### src/logic/mia_cfg.svh
// Constants of the maskable interrupt acceptance block
`ifndef MIA_CFG_SVH
`define MIA_CFG_SVH

// Sources and field widths
`define MIA_NUM_SRC     8
`define MIA_IDX_W       3
`define MIA_LVL_W       3
`define MIA_NUM_W       6
// Interrupt number of source 0; arbitrary placement below 32
`define MIA_VEC_BASE    6'h08

// Flag register layout and reset value
`define MIA_FLAG_W      16
`define MIA_FLAG_RST    16'h0000
`define MIA_FLAG_D      2
`define MIA_FLAG_I      6
`define MIA_FLAG_U      7
`define MIA_FLAG_IPL_LO 12
`define MIA_FLAG_IPL_HI 14

// Software interrupt numbers that keep the stack select flag
`define MIA_SOFT_LO     6'h20
`define MIA_SOFT_HI     6'h3F

// Timing counts in clock cycles
`define MIA_WAIT_MAX    5'h1E
`define MIA_SEQ_EE      5'h12
`define MIA_SEQ_ONE_ODD 5'h13
`define MIA_SEQ_BOTH    5'h14
`define MIA_SEQ_BUS8    5'h14
`define MIA_ADD_DBG     5'h02
`define MIA_ADD_STEP    5'h01

`endif

### src/logic/mia_pkg.sv
// Types of the maskable interrupt acceptance block
`include "mia_cfg.svh"
package mia_pkg;

  // Sequence steps
  typedef enum logic [2:0] {
    MIA_IDLE,
    MIA_ACK,
    MIA_SAVE,
    MIA_CLRF,
    MIA_PUSHF,
    MIA_PUSHPC,
    MIA_FILL,
    MIA_FIN
  } mia_state_t;

  // Kind of interrupt that lengthens the sequence
  typedef enum logic [1:0] {
    MIA_KIND_PLAIN,
    MIA_KIND_STEP,
    MIA_KIND_DBG
  } mia_kind_t;

endpackage : mia_pkg

### src/logic/mia_arbiter.sv
// Eligibility check and highest-level pick among pending sources, lower index on a tie
`timescale 1ns/1ps
`include "mia_cfg.svh"
module mia_arbiter
  import mia_pkg::*;
(
  // Request state
  input  wire logic [`MIA_NUM_SRC-1:0]                 pend_i,
  input  wire logic [`MIA_NUM_SRC-1:0][`MIA_LVL_W-1:0] lvl_i,
  // Processor state
  input  wire logic                                    ien_i,
  input  wire logic [`MIA_LVL_W-1:0]                   ipl_i,
  // Winner
  output logic                                         any_o,
  output logic [`MIA_IDX_W-1:0]                        idx_o,
  output logic [`MIA_LVL_W-1:0]                        lvl_o
);

  logic [`MIA_NUM_SRC-1:0] elig;

  // Three-way acceptance test per source
  genvar g;
  generate
    for (g = 0; g < `MIA_NUM_SRC; g++) begin : g_elig
      // Level 0 never exceeds any processor level, so it stays off
      assign elig[g] = ien_i & pend_i[g] & (lvl_i[g] > ipl_i);
    end
  endgenerate

  // Highest level wins; on a tie the lower index wins
  always_comb begin
    any_o = 1'b0;
    idx_o = '0;
    lvl_o = '0;
    for (int i = `MIA_NUM_SRC - 1; i >= 0; i--) begin
      if (elig[i] && (lvl_i[i] >= lvl_o)) begin
        any_o = 1'b1;
        idx_o = i[`MIA_IDX_W-1:0];
        lvl_o = lvl_i[i];
      end
    end
  end

endmodule : mia_arbiter

### src/logic/mia_seq_timer.sv
// Length of the interrupt sequence and a count down to its last cycle
`timescale 1ns/1ps
`include "mia_cfg.svh"
module mia_seq_timer
  import mia_pkg::*;
(
  // Clock and reset
  input  wire logic      clk_i,
  input  wire logic      nrst_i,
  // Start and conditions sampled with it
  input  wire logic      start_i,
  input  wire logic      bus8_i,
  input  wire logic      vec_odd_i,
  input  wire logic      sp_odd_i,
  input  wire mia_kind_t kind_i,
  // Next cycle is the final one of the sequence
  output logic           near_end_o
);

  logic [4:0] base_len;
  logic [4:0] add_len;
  logic [4:0] seq_len;
  logic [4:0] cnt;

  // Base length from bus width and alignment
  assign base_len = bus8_i ? `MIA_SEQ_BUS8 :
                    (vec_odd_i & sp_odd_i) ? `MIA_SEQ_BOTH :
                    (vec_odd_i | sp_odd_i) ? `MIA_SEQ_ONE_ODD :
                    `MIA_SEQ_EE;
  assign add_len  = (kind_i == MIA_KIND_DBG)  ? `MIA_ADD_DBG :
                    (kind_i == MIA_KIND_STEP) ? `MIA_ADD_STEP :
                    5'h00;
  assign seq_len  = base_len + add_len;
  assign near_end_o = (cnt == 5'h02);

  // Cycles left in the sequence, counting the current one
  always_ff @(posedge clk_i) begin
    if (!nrst_i) begin
      cnt <= 5'h00;
    end else if (start_i) begin
      cnt <= seq_len;
    end else if (cnt != 5'h00) begin
      cnt <= cnt - 5'h01;
    end
  end

endmodule : mia_seq_timer

### src/logic/mia_top.sv
// Maskable interrupt acceptance: request bits, levels, arbitration, sequence
`timescale 1ns/1ps
`include "mia_cfg.svh"
module mia_top
  import mia_pkg::*;
(
  // Clock and reset
  input  wire logic                                    clk_i,
  input  wire logic                                    nrst_i,
  // Peripheral request pulses, one per source
  input  wire logic [`MIA_NUM_SRC-1:0]                 src_req_i,
  // Software write of one source control register
  input  wire logic                                    ctl_wr_i,
  input  wire logic [`MIA_IDX_W-1:0]                   ctl_sel_i,
  input  wire logic [`MIA_LVL_W-1:0]                   ctl_lvl_i,
  input  wire logic                                    ctl_req_i,
  // Software write of the flag register
  input  wire logic                                    flag_wr_i,
  input  wire logic [`MIA_FLAG_W-1:0]                  flag_i,
  // Instruction sequencer status
  input  wire logic                                    instr_done_i,
  input  wire logic                                    instr_susp_i,
  // Sequence length conditions
  input  wire logic                                    bus8_i,
  input  wire logic                                    vec_odd_i,
  input  wire logic                                    sp_odd_i,
  input  wire mia_kind_t                               kind_i,
  // Program counter to be stacked
  input  wire logic [19:0]                             pc_i,
  // Register state
  output logic [`MIA_NUM_SRC-1:0]                      pending_request_bit_o,
  output logic [`MIA_NUM_SRC-1:0][`MIA_LVL_W-1:0]      source_priority_field_o,
  output logic [`MIA_FLAG_W-1:0]                       cpu_flag_register_o,
  // Sequence to the instruction pipeline and stack
  output logic                                         seq_busy_o,
  output logic                                         ack_rd_o,
  output logic [`MIA_NUM_W-1:0]                        ack_num_o,
  output logic [`MIA_LVL_W-1:0]                        ack_lvl_o,
  output logic                                         push_flag_o,
  output logic                                         push_pc_o,
  output logic [19:0]                                  push_data_o,
  output logic                                         seq_done_o
);

  ////////////////////////////////////////////////////////////////////////////
  // Storage

  logic [`MIA_NUM_SRC-1:0]                 pend;
  logic [`MIA_NUM_SRC-1:0][`MIA_LVL_W-1:0] lvl;
  logic [`MIA_FLAG_W-1:0]                  flag;
  logic [`MIA_FLAG_W-1:0]                  temp_flag;
  mia_state_t                              state;
  mia_state_t                              next_state;
  logic [4:0]                              wait_cnt;
  logic [`MIA_IDX_W-1:0]                   win_idx;
  logic [`MIA_LVL_W-1:0]                   win_lvl;
  logic [`MIA_NUM_W-1:0]                   win_num;
  logic [19:0]                             pc_hold;

  ////////////////////////////////////////////////////////////////////////////
  // Decode

  logic                    arb_any;
  logic [`MIA_IDX_W-1:0]   arb_idx;
  logic [`MIA_LVL_W-1:0]   arb_lvl;
  logic                    ien;
  logic [`MIA_LVL_W-1:0]   processor_priority_level;
  logic                    idle;
  logic                    wait_over;
  logic                    start;
  logic                    near_end;
  logic                    soft_num;
  logic [`MIA_NUM_SRC-1:0] sw_clr;
  logic [`MIA_NUM_SRC-1:0] hw_clr;
  logic [`MIA_NUM_SRC-1:0] ctl_hit;
  logic [`MIA_NUM_SRC-1:0] next_pend;
  logic [`MIA_FLAG_W-1:0]  cleared_flag;
  logic [`MIA_FLAG_W-1:0]  ipl_flag;

  // Enable flag and processor level sit in the flag register
  assign ien  = flag[`MIA_FLAG_I];
  assign processor_priority_level  = flag[`MIA_FLAG_IPL_HI:`MIA_FLAG_IPL_LO];
  assign idle = (state == MIA_IDLE);

  // Past the longest instruction the request is taken regardless
  assign wait_over = (wait_cnt >= `MIA_WAIT_MAX);

  // Arbitrate when the instruction ends or a long one can be cut
  assign start = idle & arb_any &
                 (instr_done_i | instr_susp_i | wait_over);

  // Stack select survives only for software numbers 32 to 63
  assign soft_num = (win_num >= `MIA_SOFT_LO) &
                    (win_num <= `MIA_SOFT_HI);

  // Flag copy with enable, debug and stack select cleared
  always_comb begin
    cleared_flag = flag;
    cleared_flag[`MIA_FLAG_I] = 1'b0;
    cleared_flag[`MIA_FLAG_D] = 1'b0;
    if (!soft_num) begin
      cleared_flag[`MIA_FLAG_U] = 1'b0;
    end
  end

  // Flag copy carrying the accepted level as processor level
  always_comb begin
    ipl_flag = flag;
    ipl_flag[`MIA_FLAG_IPL_HI:`MIA_FLAG_IPL_LO] = win_lvl;
  end

  ////////////////////////////////////////////////////////////////////////////
  // Pending bits: set by source, cleared by software 0 or acceptance

  genvar g;
  generate
    for (g = 0; g < `MIA_NUM_SRC; g++) begin : g_src
      assign ctl_hit[g] = ctl_wr_i & (ctl_sel_i == `MIA_IDX_W'(g));
      // Only a written 0 acts; a written 1 is ignored
      assign sw_clr[g]  = ctl_hit[g] & ~ctl_req_i;
      // Cleared only once the acknowledge read is done
      assign hw_clr[g]  = (state == MIA_ACK) &
                          (win_idx == `MIA_IDX_W'(g));
      // Sources share the core clock, so requests need no synchroniser
      // A request in the clearing cycle wins, so none is lost
      assign next_pend[g] = src_req_i[g] |
                            (pend[g] & ~sw_clr[g] & ~hw_clr[g]);

      // Level field touched only by its own control write
      always_ff @(posedge clk_i) begin
        if (!nrst_i) begin
          lvl[g] <= '0;
        end else if (ctl_hit[g]) begin
          lvl[g] <= ctl_lvl_i;
        end
      end
    end
  endgenerate

  // Pending register update
  always_ff @(posedge clk_i) begin
    if (!nrst_i) begin
      pend <= '0;
    end else begin
      pend <= next_pend;
    end
  end

  ////////////////////////////////////////////////////////////////////////////
  // Arbitration

  mia_arbiter u_arb (
    .pend_i (pend),
    .lvl_i  (lvl),
    .ien_i  (ien),
    .ipl_i  (processor_priority_level),
    .any_o  (arb_any),
    .idx_o  (arb_idx),
    .lvl_o  (arb_lvl)
  );

  // Instruction wait counter, only while a request is waiting
  always_ff @(posedge clk_i) begin
    if (!nrst_i) begin
      wait_cnt <= 5'h00;
    end else if (!idle || !arb_any) begin
      wait_cnt <= 5'h00;
    end else if (!wait_over) begin
      wait_cnt <= wait_cnt + 5'h01;
    end
  end

  // Winner is frozen for the whole sequence
  always_ff @(posedge clk_i) begin
    if (!nrst_i) begin
      win_idx <= '0;
      win_lvl <= '0;
      win_num <= '0;
      pc_hold <= '0;
    end else if (start) begin
      win_idx <= arb_idx;
      win_lvl <= arb_lvl;
      win_num <= `MIA_VEC_BASE + {3'h0, arb_idx};
      pc_hold <= pc_i;
    end
  end

  ////////////////////////////////////////////////////////////////////////////
  // Sequence length

  mia_seq_timer u_tmr (
    .clk_i      (clk_i),
    .nrst_i     (nrst_i),
    .start_i    (start),
    .bus8_i     (bus8_i),
    .vec_odd_i  (vec_odd_i),
    .sp_odd_i   (sp_odd_i),
    .kind_i     (kind_i),
    .near_end_o (near_end)
  );

  ////////////////////////////////////////////////////////////////////////////
  // Sequence steps

  // One step per cycle, then filler until the timed length ends
  always_comb begin
    next_state = state;
    unique case (state)
      MIA_IDLE:   if (start) next_state = MIA_ACK;
      MIA_ACK:    next_state = MIA_SAVE;
      MIA_SAVE:   next_state = MIA_CLRF;
      MIA_CLRF:   next_state = MIA_PUSHF;
      MIA_PUSHF:  next_state = MIA_PUSHPC;
      MIA_PUSHPC: next_state = MIA_FILL;
      MIA_FILL:   if (near_end) next_state = MIA_FIN;
      MIA_FIN:    next_state = MIA_IDLE;
    endcase
  end

  // State register
  always_ff @(posedge clk_i) begin
    if (!nrst_i) begin
      state <= MIA_IDLE;
    end else begin
      state <= next_state;
    end
  end

  // Saved flag copy, taken before any flag is cleared
  always_ff @(posedge clk_i) begin
    if (!nrst_i) begin
      temp_flag <= `MIA_FLAG_RST;
    end else if (state == MIA_SAVE) begin
      temp_flag <= flag;
    end
  end

  // Flag register; the sequence owns it while running, so a software
  // write then is dropped rather than racing the hardware update
  always_ff @(posedge clk_i) begin
    if (!nrst_i) begin
      flag <= `MIA_FLAG_RST;
    end else if (state == MIA_CLRF) begin
      flag <= cleared_flag;
    end else if (state == MIA_FIN) begin
      flag <= ipl_flag;
    end else if (idle && flag_wr_i) begin
      flag <= flag_i;
    end
  end

  ////////////////////////////////////////////////////////////////////////////
  // Registered outputs

  always_ff @(posedge clk_i) begin
    if (!nrst_i) begin
      seq_busy_o  <= 1'b0;
      ack_rd_o    <= 1'b0;
      push_flag_o <= 1'b0;
      push_pc_o   <= 1'b0;
      seq_done_o  <= 1'b0;
    end else begin
      seq_busy_o  <= (next_state != MIA_IDLE);
      ack_rd_o    <= (next_state == MIA_ACK);
      push_flag_o <= (next_state == MIA_PUSHF);
      push_pc_o   <= (next_state == MIA_PUSHPC);
      seq_done_o  <= (next_state == MIA_FIN);
    end
  end

  // Acknowledge data and stacked words
  always_ff @(posedge clk_i) begin
    if (!nrst_i) begin
      ack_num_o   <= '0;
      ack_lvl_o   <= '0;
      push_data_o <= '0;
    end else begin
      if (start) begin
        ack_num_o <= `MIA_VEC_BASE + {3'h0, arb_idx};
        ack_lvl_o <= arb_lvl;
      end
      if (next_state == MIA_PUSHF) begin
        push_data_o <= {4'h0, temp_flag};
      end else if (next_state == MIA_PUSHPC) begin
        push_data_o <= pc_hold;
      end
    end
  end

  // State mirrors
  always_ff @(posedge clk_i) begin
    if (!nrst_i) begin
      pending_request_bit_o   <= '0;
      source_priority_field_o <= '0;
      cpu_flag_register_o     <= `MIA_FLAG_RST;
    end else begin
      pending_request_bit_o   <= pend;
      source_priority_field_o <= lvl;
      cpu_flag_register_o     <= flag;
    end
  end

endmodule : mia_top

### config.mk
export PLATFORM = sky130hd
export DESIGN_NAME = mia_top
export DESIGN_NICKNAME = d
export VERILOG_FILES = /design/src/logic/mia_pkg.sv /design/src/logic/mia_arbiter.sv /design/src/logic/mia_seq_timer.sv /design/src/logic/mia_top.sv
export VERILOG_INCLUDE_DIRS = /design/src /design/src/logic
export SDC_FILE = /design/constraint.sdc
export NUM_CORES = 1
export LEC_CHECK = 0
export BUFFER_PORTS_ARGS = -buffer_cell sky130_fd_sc_hd__buf_2
export CORE_UTILIZATION = 43
export CTS_CLUSTER_SIZE = 10
export DETAILED_ROUTE_END_ITERATION = 10
export GPL_ROUTABILITY_DRIVEN = 1
export GPL_TIMING_DRIVEN = 0
export HOLD_SLACK_MARGIN = 0.06
export PLACE_DENSITY_LB_ADDON = 0.3
export SETUP_SLACK_MARGIN = 0.05
export SLEW_MARGIN = 30
export SYNTH_ARGS = -nofsm -noshare
export SYNTH_HDL_FRONTEND = slang
export SYNTH_SLANG_ARGS = --single-unit
### constraint.sdc
create_clock -name clk_i -period 10.3 [get_ports clk_i]
set_input_delay 2.06 -clock clk_i [delete_from_list [all_inputs] [get_ports clk_i]]
set_output_delay 2.06 -clock clk_i [all_outputs]
set_load 0.05 [all_outputs]
==> implementation parameters, run 1 <==
Parameter                              Value

Place
  IO Port Bufs    138
  Placed cell count    1,266
  Minimum setup slack after placement    -1.37 ns
  HPWL Detailed    roughly 15,000 um
  Area after DPL    0.00901 mm^2
  GP Congestion    ~0.87

Global routing
  Wire length of the first global-routing pass    roughly 33,000 um
  Via count of the first global-routing pass    6,336
  Leftover overflow at the end of global routing    0
  Global-route usage over all layers    0.235
  Pin count of the biggest net entering global routing    18
  Antenna violations before repair    0

Yosys
  Number of synthesized register bits    177
  Commonest cells post-synth    dfxtp_1, nand2_1, nor2_1
  Number of synthesized flops with an enable pin    0
  Top cell type's share of synthesized area    0.449
  Area leader, netlist    dfxtp_1
  Most common flop cell mapped by yosys    dfxtp_1
  Library cells used by synthesis    63
  Largest cells by area after synthesis    dfxtp_1, ha_1, mux2i_1, nand2_1, nor2_1
  Syn avg cell area    8.80 um^2
  Gate count after technology mapping    898
  Async S/R FF share, synth    0
  Number of warnings printed during yosys synthesis    0
  Area of the mapped netlist    0.00790 mm^2
  Share of synthesized area occupied by flip-flops and latches    0.449
  Most frequent cell after synthesis    dfxtp_1

Critical path
  Startpoint of the lowest-slack register-to-register path    flag[13]
  Peak per-stage delay on the critical path    0.40 ns
  Worst setup path class    flop to flop
  Crit Path Max Fanout    6
  Master of the slowest instance on the critical path    o311ai_4
  R2r setup slk    -0.41 ns
  Type of element launching the critical path    flop
  Worst Path Required    10.61 ns
  Critical path arrival    11.01 ns
  Count of cells along the worst register-to-register path    59
  Critical Path End Type    flop
  Capturing point of the worst reg2reg path    pc_hold[12]
  Crit-path most repeated cell    ha_4

Drt
  Detail-routed net length per standard cell    roughly 17 um
  Post-route ant nets    0
  Via count    7,106
  Via density    5.30
  Pre-Repair DR Iteration Count    7
  Initial detailed-routing violation count    494
  Post-detailed-route DRC marker count    0
  Total detailed-routing wirelength    22,700 um

STA
  Minimum hold slack    0.452 ns
  Least-Margin Pin Slew    0.852 ns
  Final worst path period share    1.04
  Crit path time final    10.71 ns
  Crit path setup slack, layout    -0.409 ns
  Fin Setup TNS    -12.04 ns
  Worst relative slew slack    0.424
  Number of hold violations in the final report    0
  Skew final    a little under 0.01 ns
  Count of final max-slew check failures    0
  Final Setup Violations    41
  F_max    93.4 MHz
  RSZ-0062 raised after global routing    true

Floorplanning
  # rows    ~50
  Effective utilization at floorplan    0.440
  Core ar.    0.0180 mm^2
  Number of top-level pins    between 100 and 150
  Die width    around 140 um
  Die footprint    0.0189 mm^2
  Overall die height    around 140 um

Pwr
  Leakage power    4.55 nW
  Post-layout total power    1.79 mW
  Max IR drop VDD    0.000137 V
  Pwr Density    173 mW/mm^2

Finish
  Share of the core filled with cells in the final layout    0.575
  Antenna cell count    0
  Share of post-route cells with drive strength above 1    0.275
  Count of placed standard cells in the final layout, fillers left out    between 1k and 1.5k
  Finished layout cell area    approximately 0.010 mm^2
  Area growth from synthesis to layout    30.7%
  Fin nets    1,210

Min path
  Path type of the worst min-delay path    flop to flop
  Destination of the worst hold path    push_data_o[9]
  Startpoint of the lowest-slack hold path    push_data_o[9]
  Worst Hold Depth    2

Status
  Violations in the final reports    negative setup slack
  Run status    finished, violations left

Clock network
  Latest clock arrival within the worst-skew pair    0.43 ns
  Maximum buffer depth of the clock tree    2
  Number of clock sinks    roughly 180
  Clock tree from TritonCTS    done
  Clock transition at the registers of the reported paths    approximately 0.070 ns
  Maximum level of the CTS H-tree    4
  Root Buffer    clkbuf_16
  TritonCTS buffer count    17

Job
  Number of max-cap violations    0
[where the power goes]
part	internal, mW	total [mW]	switching (mW)
combinational	0.150	0.384	0.234
clock	0.342	0.638	0.296
sequential	0.730	0.764	0.0347
total	1.22	1.79	0.565
[worst max-delay path, delay by kind of cell, from the launching register on]
kind                     cells  cell delay (ns)
AO/OA/AOI/OAI               18             3.31
adder cells (fa/ha/maj)      8             1.89
buffers and inverters        7             0.72
flip-flops                   1             0.35
multiplexers                 5             1.50
AND/OR/NAND/NOR             21             2.75
[cell families after synthesis]
logic type	synth area share
compound gates	0.149
xor+xnor	0.00887
fa+ha+maj	0.0801
buf+inv	0.0481
flops	0.449
mux	0.0703
other cells	0.000475
simple gates	0.195
[sequential cells by signal (all words and copies together), names as in the netlist]
signal / flops
pc_hold: 20
push_flag_o: 1
flag: 16
ack_rd_o: 1
u_tmr.cnt: 5
wait_cnt: 5
seq_busy_o: 1
pending_request_bit_o: 8
source_priority_field_o: 24
ack_num_o: 2
push_pc_o: 1
seq_done_o: 1
pend: 8
lvl: 24
temp_flag: 16
win_idx: 2
push_data_o: 20
ack_lvl_o: 3
cpu_flag_register_o: 16
state: 3
[routing by layer]
layer | share of wire | vias to the layer above | global-route usage
met4 | 0.028 | 0 | 0.0885
li1 | - | 3467 | -
met5 | 0 | - | 0
met3 | 0.073 | 48 | 0.0482
met1 | 0.46 | 3326 | 0.330
met2 | 0.44 | 265 | 0.351
[cell type report]
cell class | instances | area [um^2]
multi-input combinational | 627 | 4360
timing repair buffer | 181 | 1100
clock inverter | 14 | 148
buffer | 45 | 250
inverter | 49 | 190
fill | 1642 | 7640
sequential | 177 | 3550
clock buffer | 18 | 429
tap | 229 | 287
[cells in the final DEF (no fill, tap or decap), types with 7 or more instances in the layout]
master and n:
buf_2 139, nand3_1 26, dfxtp_1 172, inv_1 45, nor2_1 95, ha_1 41, o21ai_0 17, clkbuf_1 32
clkbuf_16 21, a31oi_1 16, mux2i_1 44, nor2b_1 9, nand2_1 110, and2_1 34, ha_4 8, a21oi_1 57
nand2b_1 11, o21bai_1 11, o21a_1 7, a21oi_2 11, buf_4 38
[worst max-delay path by stage]
stage               startpoint      endpoint  slack, ns  cells past startpoint
finish                flag[13]   pc_hold[12]      -0.41                     59
global route          flag[14]   pc_hold[12]      -0.78                     58
detailed placement    flag[12]    seq_busy_o      -1.37                     57
CTS                   flag[13]  u_tmr.cnt[1]       0.05                     61
floorplan             flag[13]   pc_hold[13]       0.05                     60
global placement      flag[12]    seq_busy_o      -1.26                     58
[timing repair]
item                                    in CTS  in global routing
cloned                                       0                  4
pin swaps                                   20                 36
endpoints found under the setup margin      41                 41
hold buffers                                 0                  0
setup buffers                               25                 14
gates resized for setup                     20                 57
Power figures use the tool's default switching activity.
==> inputs of run 2 (changes only) <==
CTS_CLUSTER_DIAMETER = 120   (was default)
RECOVER_POWER = 100   (was default)
==> run 2 against run 1 <==
Net effect:
- the run still ends with negative setup slack left
- die area unchanged
- count of clock-buffer cells in the layout unchanged
- critical path depth unchanged
- sequential power about the same
- wire length up 0.29%
- sequential cell count unchanged
- sequential share of layout area up 0.35 points
- first-iteration DRC count down 10%
- highest routed layer unchanged
==> implementation parameters, run 2 (same netlist as run 1, synthesis figures left out) <==
Parameter                              Value

Status
  Run status    finished, violations left
  Violations in the final reports    negative setup slack

Pwr
  Post-layout total power    1.78 mW (-0.12%)
  Proportion of total power due to net switching    0.318 (+0.00210)
  Combinational share of power    0.212 (-0.003)
  Leakage power    4.19 nW (-7.9%)
  Max IR drop VDD    0.000139 V (+1.5%)
  Pwr Density    175 mW/mm^2 (+0.88%)
  Fraction of power consumed by sequential logic    0.429 (about the same)
  Clock share of power    0.358 (about the same)
  Int Power    1.22 mW (-0.43%)
  Net load switching power    0.568 mW (+0.54%)

STA
  Worst relative slew slack    0.430 (+0.00575)
  Crit path setup slack, layout    -0.384 ns (+0.0243 ns)
  Crit path time final    10.68 ns (-0.0243 ns)
  Least-Margin Pin Slew    0.849 ns (-0.00315 ns)
  Skew final    0.0108 ns (+0.00113 ns)
  Final Setup Violations    39 (-4.9%)
  Count of final max-slew check failures    0 (unchanged)
  Number of hold violations in the final report    0 (unchanged)
  RSZ-0062 raised after global routing    true
  Final worst path period share    1.04 (-0.00236)
  F_max    93.6 MHz (+0.23%)

Finish
  Most common cell after layout, fill and taps aside    dfxtp_1
  Antenna cell count    0 (unchanged)
  Largest regs    lvl: 24 flops, source_priority_field_o: 24 flops
  Share of post-route cells with drive strength above 1    0.201 (-0.0738)
  Fin nets    1,210 (unchanged)
  Filler Cells Inserted    1,672 (+1.8%)
  Area growth from synthesis to layout    29.4%
  Count of placed standard cells in the final layout, fillers left out    1,340 (unchanged)
  Commonest cells after routing, fill and taps aside    dfxtp_1, clkbuf_1, nand2_1, nor2_1

Critical path
  Worst path bufs/invs    7 (unchanged)
  Crit Path Max Fanout    6 (unchanged)
  Critical path arrival    10.99 ns (-0.02 ns)
  Master of the slowest instance on the critical path    o311ai_4
  Crit-path most repeated cell    ha_4
  R2r setup slk    -0.38 ns (+0.02 ns)
  Worst setup path class    flop to flop
  Type of element launching the critical path    flop
  Worst path top cell family by delay    compound AO/OA/AOI/OAI gates
  Peak per-stage delay on the critical path    0.40 ns (about the same)
  Critical Path End Type    flop
  Worst Path Required    10.61 ns (about the same)
  Count of cells along the worst register-to-register path    59 (unchanged)
  Capturing point of the worst reg2reg path    pc_hold[12]
  Startpoint of the lowest-slack register-to-register path    flag[13]

Clock network
  Maximum buffer depth of the clock tree    2 (unchanged)
  Latest clock arrival within the worst-skew pair    0.44 ns (about the same)
  Clock transition at the registers of the reported paths    0.07 ns (about the same)
  Maximum level of the CTS H-tree    4 (unchanged)
  TritonCTS buffer count    17 (unchanged)
  Root Buffer    clkbuf_16
  Number of clock sinks    177 (unchanged)
  Hold buffer count at CTS    0 (unchanged)
  Clock tree from TritonCTS    done

Place
  HPWL Detailed    15,400 um (unchanged)
  GP Congestion    0.873 (unchanged)
  IO Port Bufs    138 (unchanged)
  Placed cell count    1,266 (unchanged)

Global routing
  Wire length of the first global-routing pass    33,300 um (unchanged)
  Antenna violations before repair    0 (unchanged)
  Via count of the first global-routing pass    6,336 (unchanged)
  Leftover overflow at the end of global routing    0 (unchanged)
  Pin count of the biggest net entering global routing    18 (unchanged)
  Global-route usage over all layers    0.235 (unchanged)

Min path
  Destination of the worst hold path    push_data_o[9]
  Path type of the worst min-delay path    flop to flop
  Worst Hold Depth    2 (unchanged)
  Startpoint of the lowest-slack hold path    push_data_o[9]

Drt
  Post-detailed-route DRC marker count    0 (unchanged)
  Post-route ant nets    0 (unchanged)
  Detail-routed net length per standard cell    17.0 um (+0.29%)
  Via density    5.31 (+0.17%)
  Via count    7,118 (+0.17%)
  Total detailed-routing wirelength    22,800 um (+0.29%)
  Pre-Repair DR Iteration Count    5 (-2)
  Initial detailed-routing violation count    444 (-10%)

Floorplanning
  Core ar.    0.0180 mm^2 (unchanged)
  # rows    49 (unchanged)
  Effective utilization at floorplan    0.440 (unchanged)
  Overall die height    138 um (unchanged)
  Number of top-level pins    144 (unchanged)
  Die footprint    0.0189 mm^2 (unchanged)
  Die width    138 um (unchanged)

Job
  Number of max-cap violations    0 (unchanged)
## run 2: tightest hold or removal path, delay by kind of cell, from the launching register on
family / cells / cell delay (ns)
simple gates: 1 / 0.05
compound gates: 1 / 0.05
flops: 1 / 0.31
## run 2: layout make-up
class	instances	area, um^2	share of cell area
flip-flops and latches	177	3550	0.348
multi-input cells	627	4360	0.427
plain buffers	45	250	0.0245
well taps	229	287	0.0280
clock buffers	18	429	0.0420
repair buffers	181	1000	0.0979
clock inverters	14	148	0.0144
inverters	49	190	0.0186
## run 2: metal layers
metal  global-route usage  routed length [um]  part of all wire
met2                0.351               10000              0.44
met4               0.0885                 609             0.027
met1                0.330               10300              0.45
met5                    0                   0                 0
met3               0.0482                1870             0.082
## run 2: per-stage QoR
| stage | setup TNS [ns] | cell area (um^2) | hold slack [ns] | utilization | setup WS, ns |
|---|---|---|---|---|---|
| final | -11.09 | 10200 | 0.455 | 0.569 | -0.384 |
| after global routing | -27.76 | 10200 | 0.479 | 0.569 | -0.777 |
| after CTS | 0 | 9870 | 0.457 | 0.549 | 0.0507 |
| after detailed placement | -50.83 | 9010 | 0.442 | 0.502 | -1.37 |
| after global placement | -45.62 | 9010 | 0.432 | 0.502 | -1.26 |
| after floorplan | 0 | 8040 | 0.432 | - | 0.0524 |
## run 2: worst max path at each step
stage | end | from | cells after the start | slack (ns)
final | pc_hold[12] | flag[13] | 59 | -0.38
after global routing | pc_hold[12] | flag[14] | 58 | -0.78
after CTS | u_tmr.cnt[1] | flag[13] | 61 | 0.05
after detailed placement | seq_busy_o | flag[12] | 57 | -1.37
after global placement | seq_busy_o | flag[12] | 58 | -1.26
after floorplan | pc_hold[13] | flag[13] | 60 | 0.05
## run 2: power groups by stage
stage	sequential (mW)	clock [mW]	combinational, mW
after floorplan	0.827	0	0.190
after global placement	0.778	0	0.325
after detailed placement	0.778	0	0.330
after CTS	0.764	0.643	0.343
after global routing	0.770	0.676	0.409
final	0.765	0.639	0.379
## run 2: repair_timing
item / CTS / global route
setup endpoints to repair: 41 / 41
pin swaps: 20 / 36
gates resized for setup: 20 / 57
gates cloned: 0 / 4
setup buffers: 25 / 14
hold endpoints to repair: 0 / 0
==> inputs of run 3 (changes only) <==
CORE_UTILIZATION = 40   (was 43)
==> run 3 against run 2 <==
Net effect:
- the run still ends with negative setup slack left
- combinational power shrank 2%
- critical path type unchanged
- register-to-register slack gained 0.28 ns
- cell count grew 2.6%
- wire length shrank 0.41%
==> implementation parameters, run 3 (same netlist as run 1, synthesis figures left out) <==
Parameter                              Value

Critical path
  Type of element launching the critical path    flop
  R2r setup slk    -0.10 ns (+0.28 ns)
  Crit Path Max Fanout    10 (+4)
  Worst path bufs/invs    8 (+1)
  Critical path arrival    10.74 ns (-0.25 ns)
  Critical Path End Type    flop
  Peak per-stage delay on the critical path    0.39 ns (about the same)
  Worst path top cell family by delay    compound AO/OA/AOI/OAI gates
  Master of the slowest instance on the critical path    a2111o_1
  Worst setup path class    flop to flop
  Worst Path Required    10.64 ns (+0.03 ns)

Global routing
  Pin count of the biggest net entering global routing    18 (unchanged)
  Antenna violations before repair    0 (unchanged)
  Global-route usage over all layers    0.222 (-0.0127)
  Via count of the first global-routing pass    6,434 (+1.5%)
  Wire length of the first global-routing pass    34,200 um (+2.7%)
  Leftover overflow at the end of global routing    0 (unchanged)

STA
  Crit path setup slack, layout    -0.101 ns (+0.284 ns)
  Final worst path period share    1.01 (-0.0275)
  Crit path time final    10.40 ns (-0.284 ns)
  Skew final    0.0147 ns (+0.00385 ns)
  F_max    96.1 MHz (+2.7%)
  Fin Setup TNS    -2.48 ns (+8.61 ns)
  Worst relative slew slack    0.402 (-0.0272)
  RSZ-0062 raised after global routing    true
  Least-Margin Pin Slew    0.894 ns (+0.0453 ns)
  Count of final max-slew check failures    0 (unchanged)
  Final Setup Violations    35 (-10%)
  Number of hold violations in the final report    0 (unchanged)

Drt
  Pre-Repair DR Iteration Count    5 (unchanged)
  Initial detailed-routing violation count    493 (+11%)
  Via count    7,077 (-0.58%)
  Detail-routed net length per standard cell    16.5 um (-2.9%)
  Via density    5.15 (-3.1%)
  Post-detailed-route DRC marker count    0 (unchanged)
  Post-route ant nets    0 (unchanged)
  Total detailed-routing wirelength    22,700 um (-0.41%)

Place
  HPWL Detailed    15,800 um (+2.7%)
  Placed cell count    1,302 (+2.8%)
  IO Port Bufs    138 (unchanged)
  GP Congestion    0.843 (-3.4%)
  Area after DPL    0.00906 mm^2 (+0.50%)
  Minimum setup slack after placement    -1.36 ns (+0.00729 ns)

Floorplanning
  Effective utilization at floorplan    0.407 (-0.0325)
  Core ar.    0.0194 mm^2 (+8.0%)
  Die footprint    0.0203 mm^2 (+7.4%)
  Number of top-level pins    144 (unchanged)
  Die width    143 um (+3.6%)
  # rows    51 (+4.1%)
  Overall die height    143 um (+3.6%)

Finish
  Count of placed standard cells in the final layout, fillers left out    1,375 (+2.6%)
  Commonest cells after routing, fill and taps aside    dfxtp_1, clkbuf_1, nand2_1, nor2_1, a21oi_1
  Fin nets    1,209 (-0.083%)
  Most common cell after layout, fill and taps aside    dfxtp_1
  Finished layout cell area    0.0101 mm^2 (-0.77%)
  Filler Cells Inserted    1,851 (+11%)
  Share of post-route cells with drive strength above 1    0.186 (-0.0151)
  Largest regs    lvl: 24 flops, source_priority_field_o: 24 flops
  Antenna cell count    0 (unchanged)
  Area of the multi-input gates    0.00429 mm^2 (-1.8%)
  Share of the core filled with cells in the final layout    0.523 (-0.0462)
  Seq. cell area    0.00355 mm^2 (about the same)
  Area growth from synthesis to layout    28.4%

Clock network
  Clock transition at the registers of the reported paths    0.07 ns (about the same)
  Maximum level of the CTS H-tree    4 (unchanged)
  Clock tree from TritonCTS    done
  Hold buffer count at CTS    0 (unchanged)
  Root Buffer    clkbuf_16
  Number of clock sinks    177 (unchanged)
  Latest clock arrival within the worst-skew pair    0.45 ns (about the same)
  TritonCTS buffer count    17 (unchanged)
  Maximum buffer depth of the clock tree    2 (unchanged)

Job
  Number of max-cap violations    0 (unchanged)

Status
  Violations in the final reports    negative setup slack
  Run status    finished, violations left

Pwr
  Max IR drop VDD    0.000130 V (-6.6%)
  Pwr Density    173 mW/mm^2 (-0.87%)
  Leakage power    4.16 nW (-0.55%)

Min path
  Path type of the worst min-delay path    flop to flop
==> run 3: path summary, 6_finish.rpt <==
path	from	depth (start not counted)	to
max	flag[14]	57	win_idx[1]
min	ack_num_o[3]	2	ack_num_o[3]
max reg2reg	flag[14]	57	win_idx[1]
min reg2reg	ack_num_o[3]	2	ack_num_o[3]
==> run 3: layout make-up <==
| class | count | area share |
|---|---|---|
| clock inverter | 13 | 0.0116 |
| inverter | 49 | 0.0192 |
| tap | 265 | 0.0327 |
| multi-input combinational | 627 | 0.423 |
| sequential | 177 | 0.350 |
| timing repair buffer | 180 | 0.0961 |
| buffer | 45 | 0.0247 |
| clock buffer | 19 | 0.0427 |
==> run 3: routing by layer <==
| layer | vias up | global-route usage | share of wire |
|---|---|---|---|
| met5 | - | 0 | 0 |
| met1 | 3329 | 0.304 | 0.48 |
| met4 | 0 | 0.0872 | 0.025 |
| met2 | 232 | 0.344 | 0.44 |
| li1 | 3476 | - | - |
| met3 | 40 | 0.0421 | 0.060 |
==> run 3: per-stage QoR <==
| stage | hold WS [ns] | power (mW) |
|---|---|---|
| after CTS | 0.454 | 1.74 |
| after floorplan | 0.432 | 1.02 |
| after detailed placement | 0.440 | 1.11 |
| after global routing | 0.473 | 1.83 |
| final | 0.453 | 1.75 |
| after global placement | 0.432 | 1.10 |
==> run 3: worst reg2reg max path, delay by kind of cell (launching register included) <==
| family | cells | cell delay [ns] |
|---|---|---|
| buffers and inverters | 8 | 0.97 |
| adder cells (fa/ha/maj) | 8 | 2.10 |
| AO/OA/AOI/OAI | 19 | 3.34 |
| AND/OR/NAND/NOR | 18 | 2.26 |
| flip-flops | 1 | 0.37 |
| multiplexers | 4 | 1.27 |
==> run 3: timing repair <==
| item | in CTS | in global routing |
|---|---|---|
| pin swaps | 20 | 10 |
| gates cloned | 1 | 2 |
| endpoints found under the setup margin | 41 | 41 |
| gates resized for setup | 28 | 34 |
| buffers inserted | 32 | 7 |
==> run 3: power breakdown <==
part           internal (mW)  switching [mW]
Clock                  0.317           0.299
Combinational          0.140           0.232
Sequential             0.730          0.0363
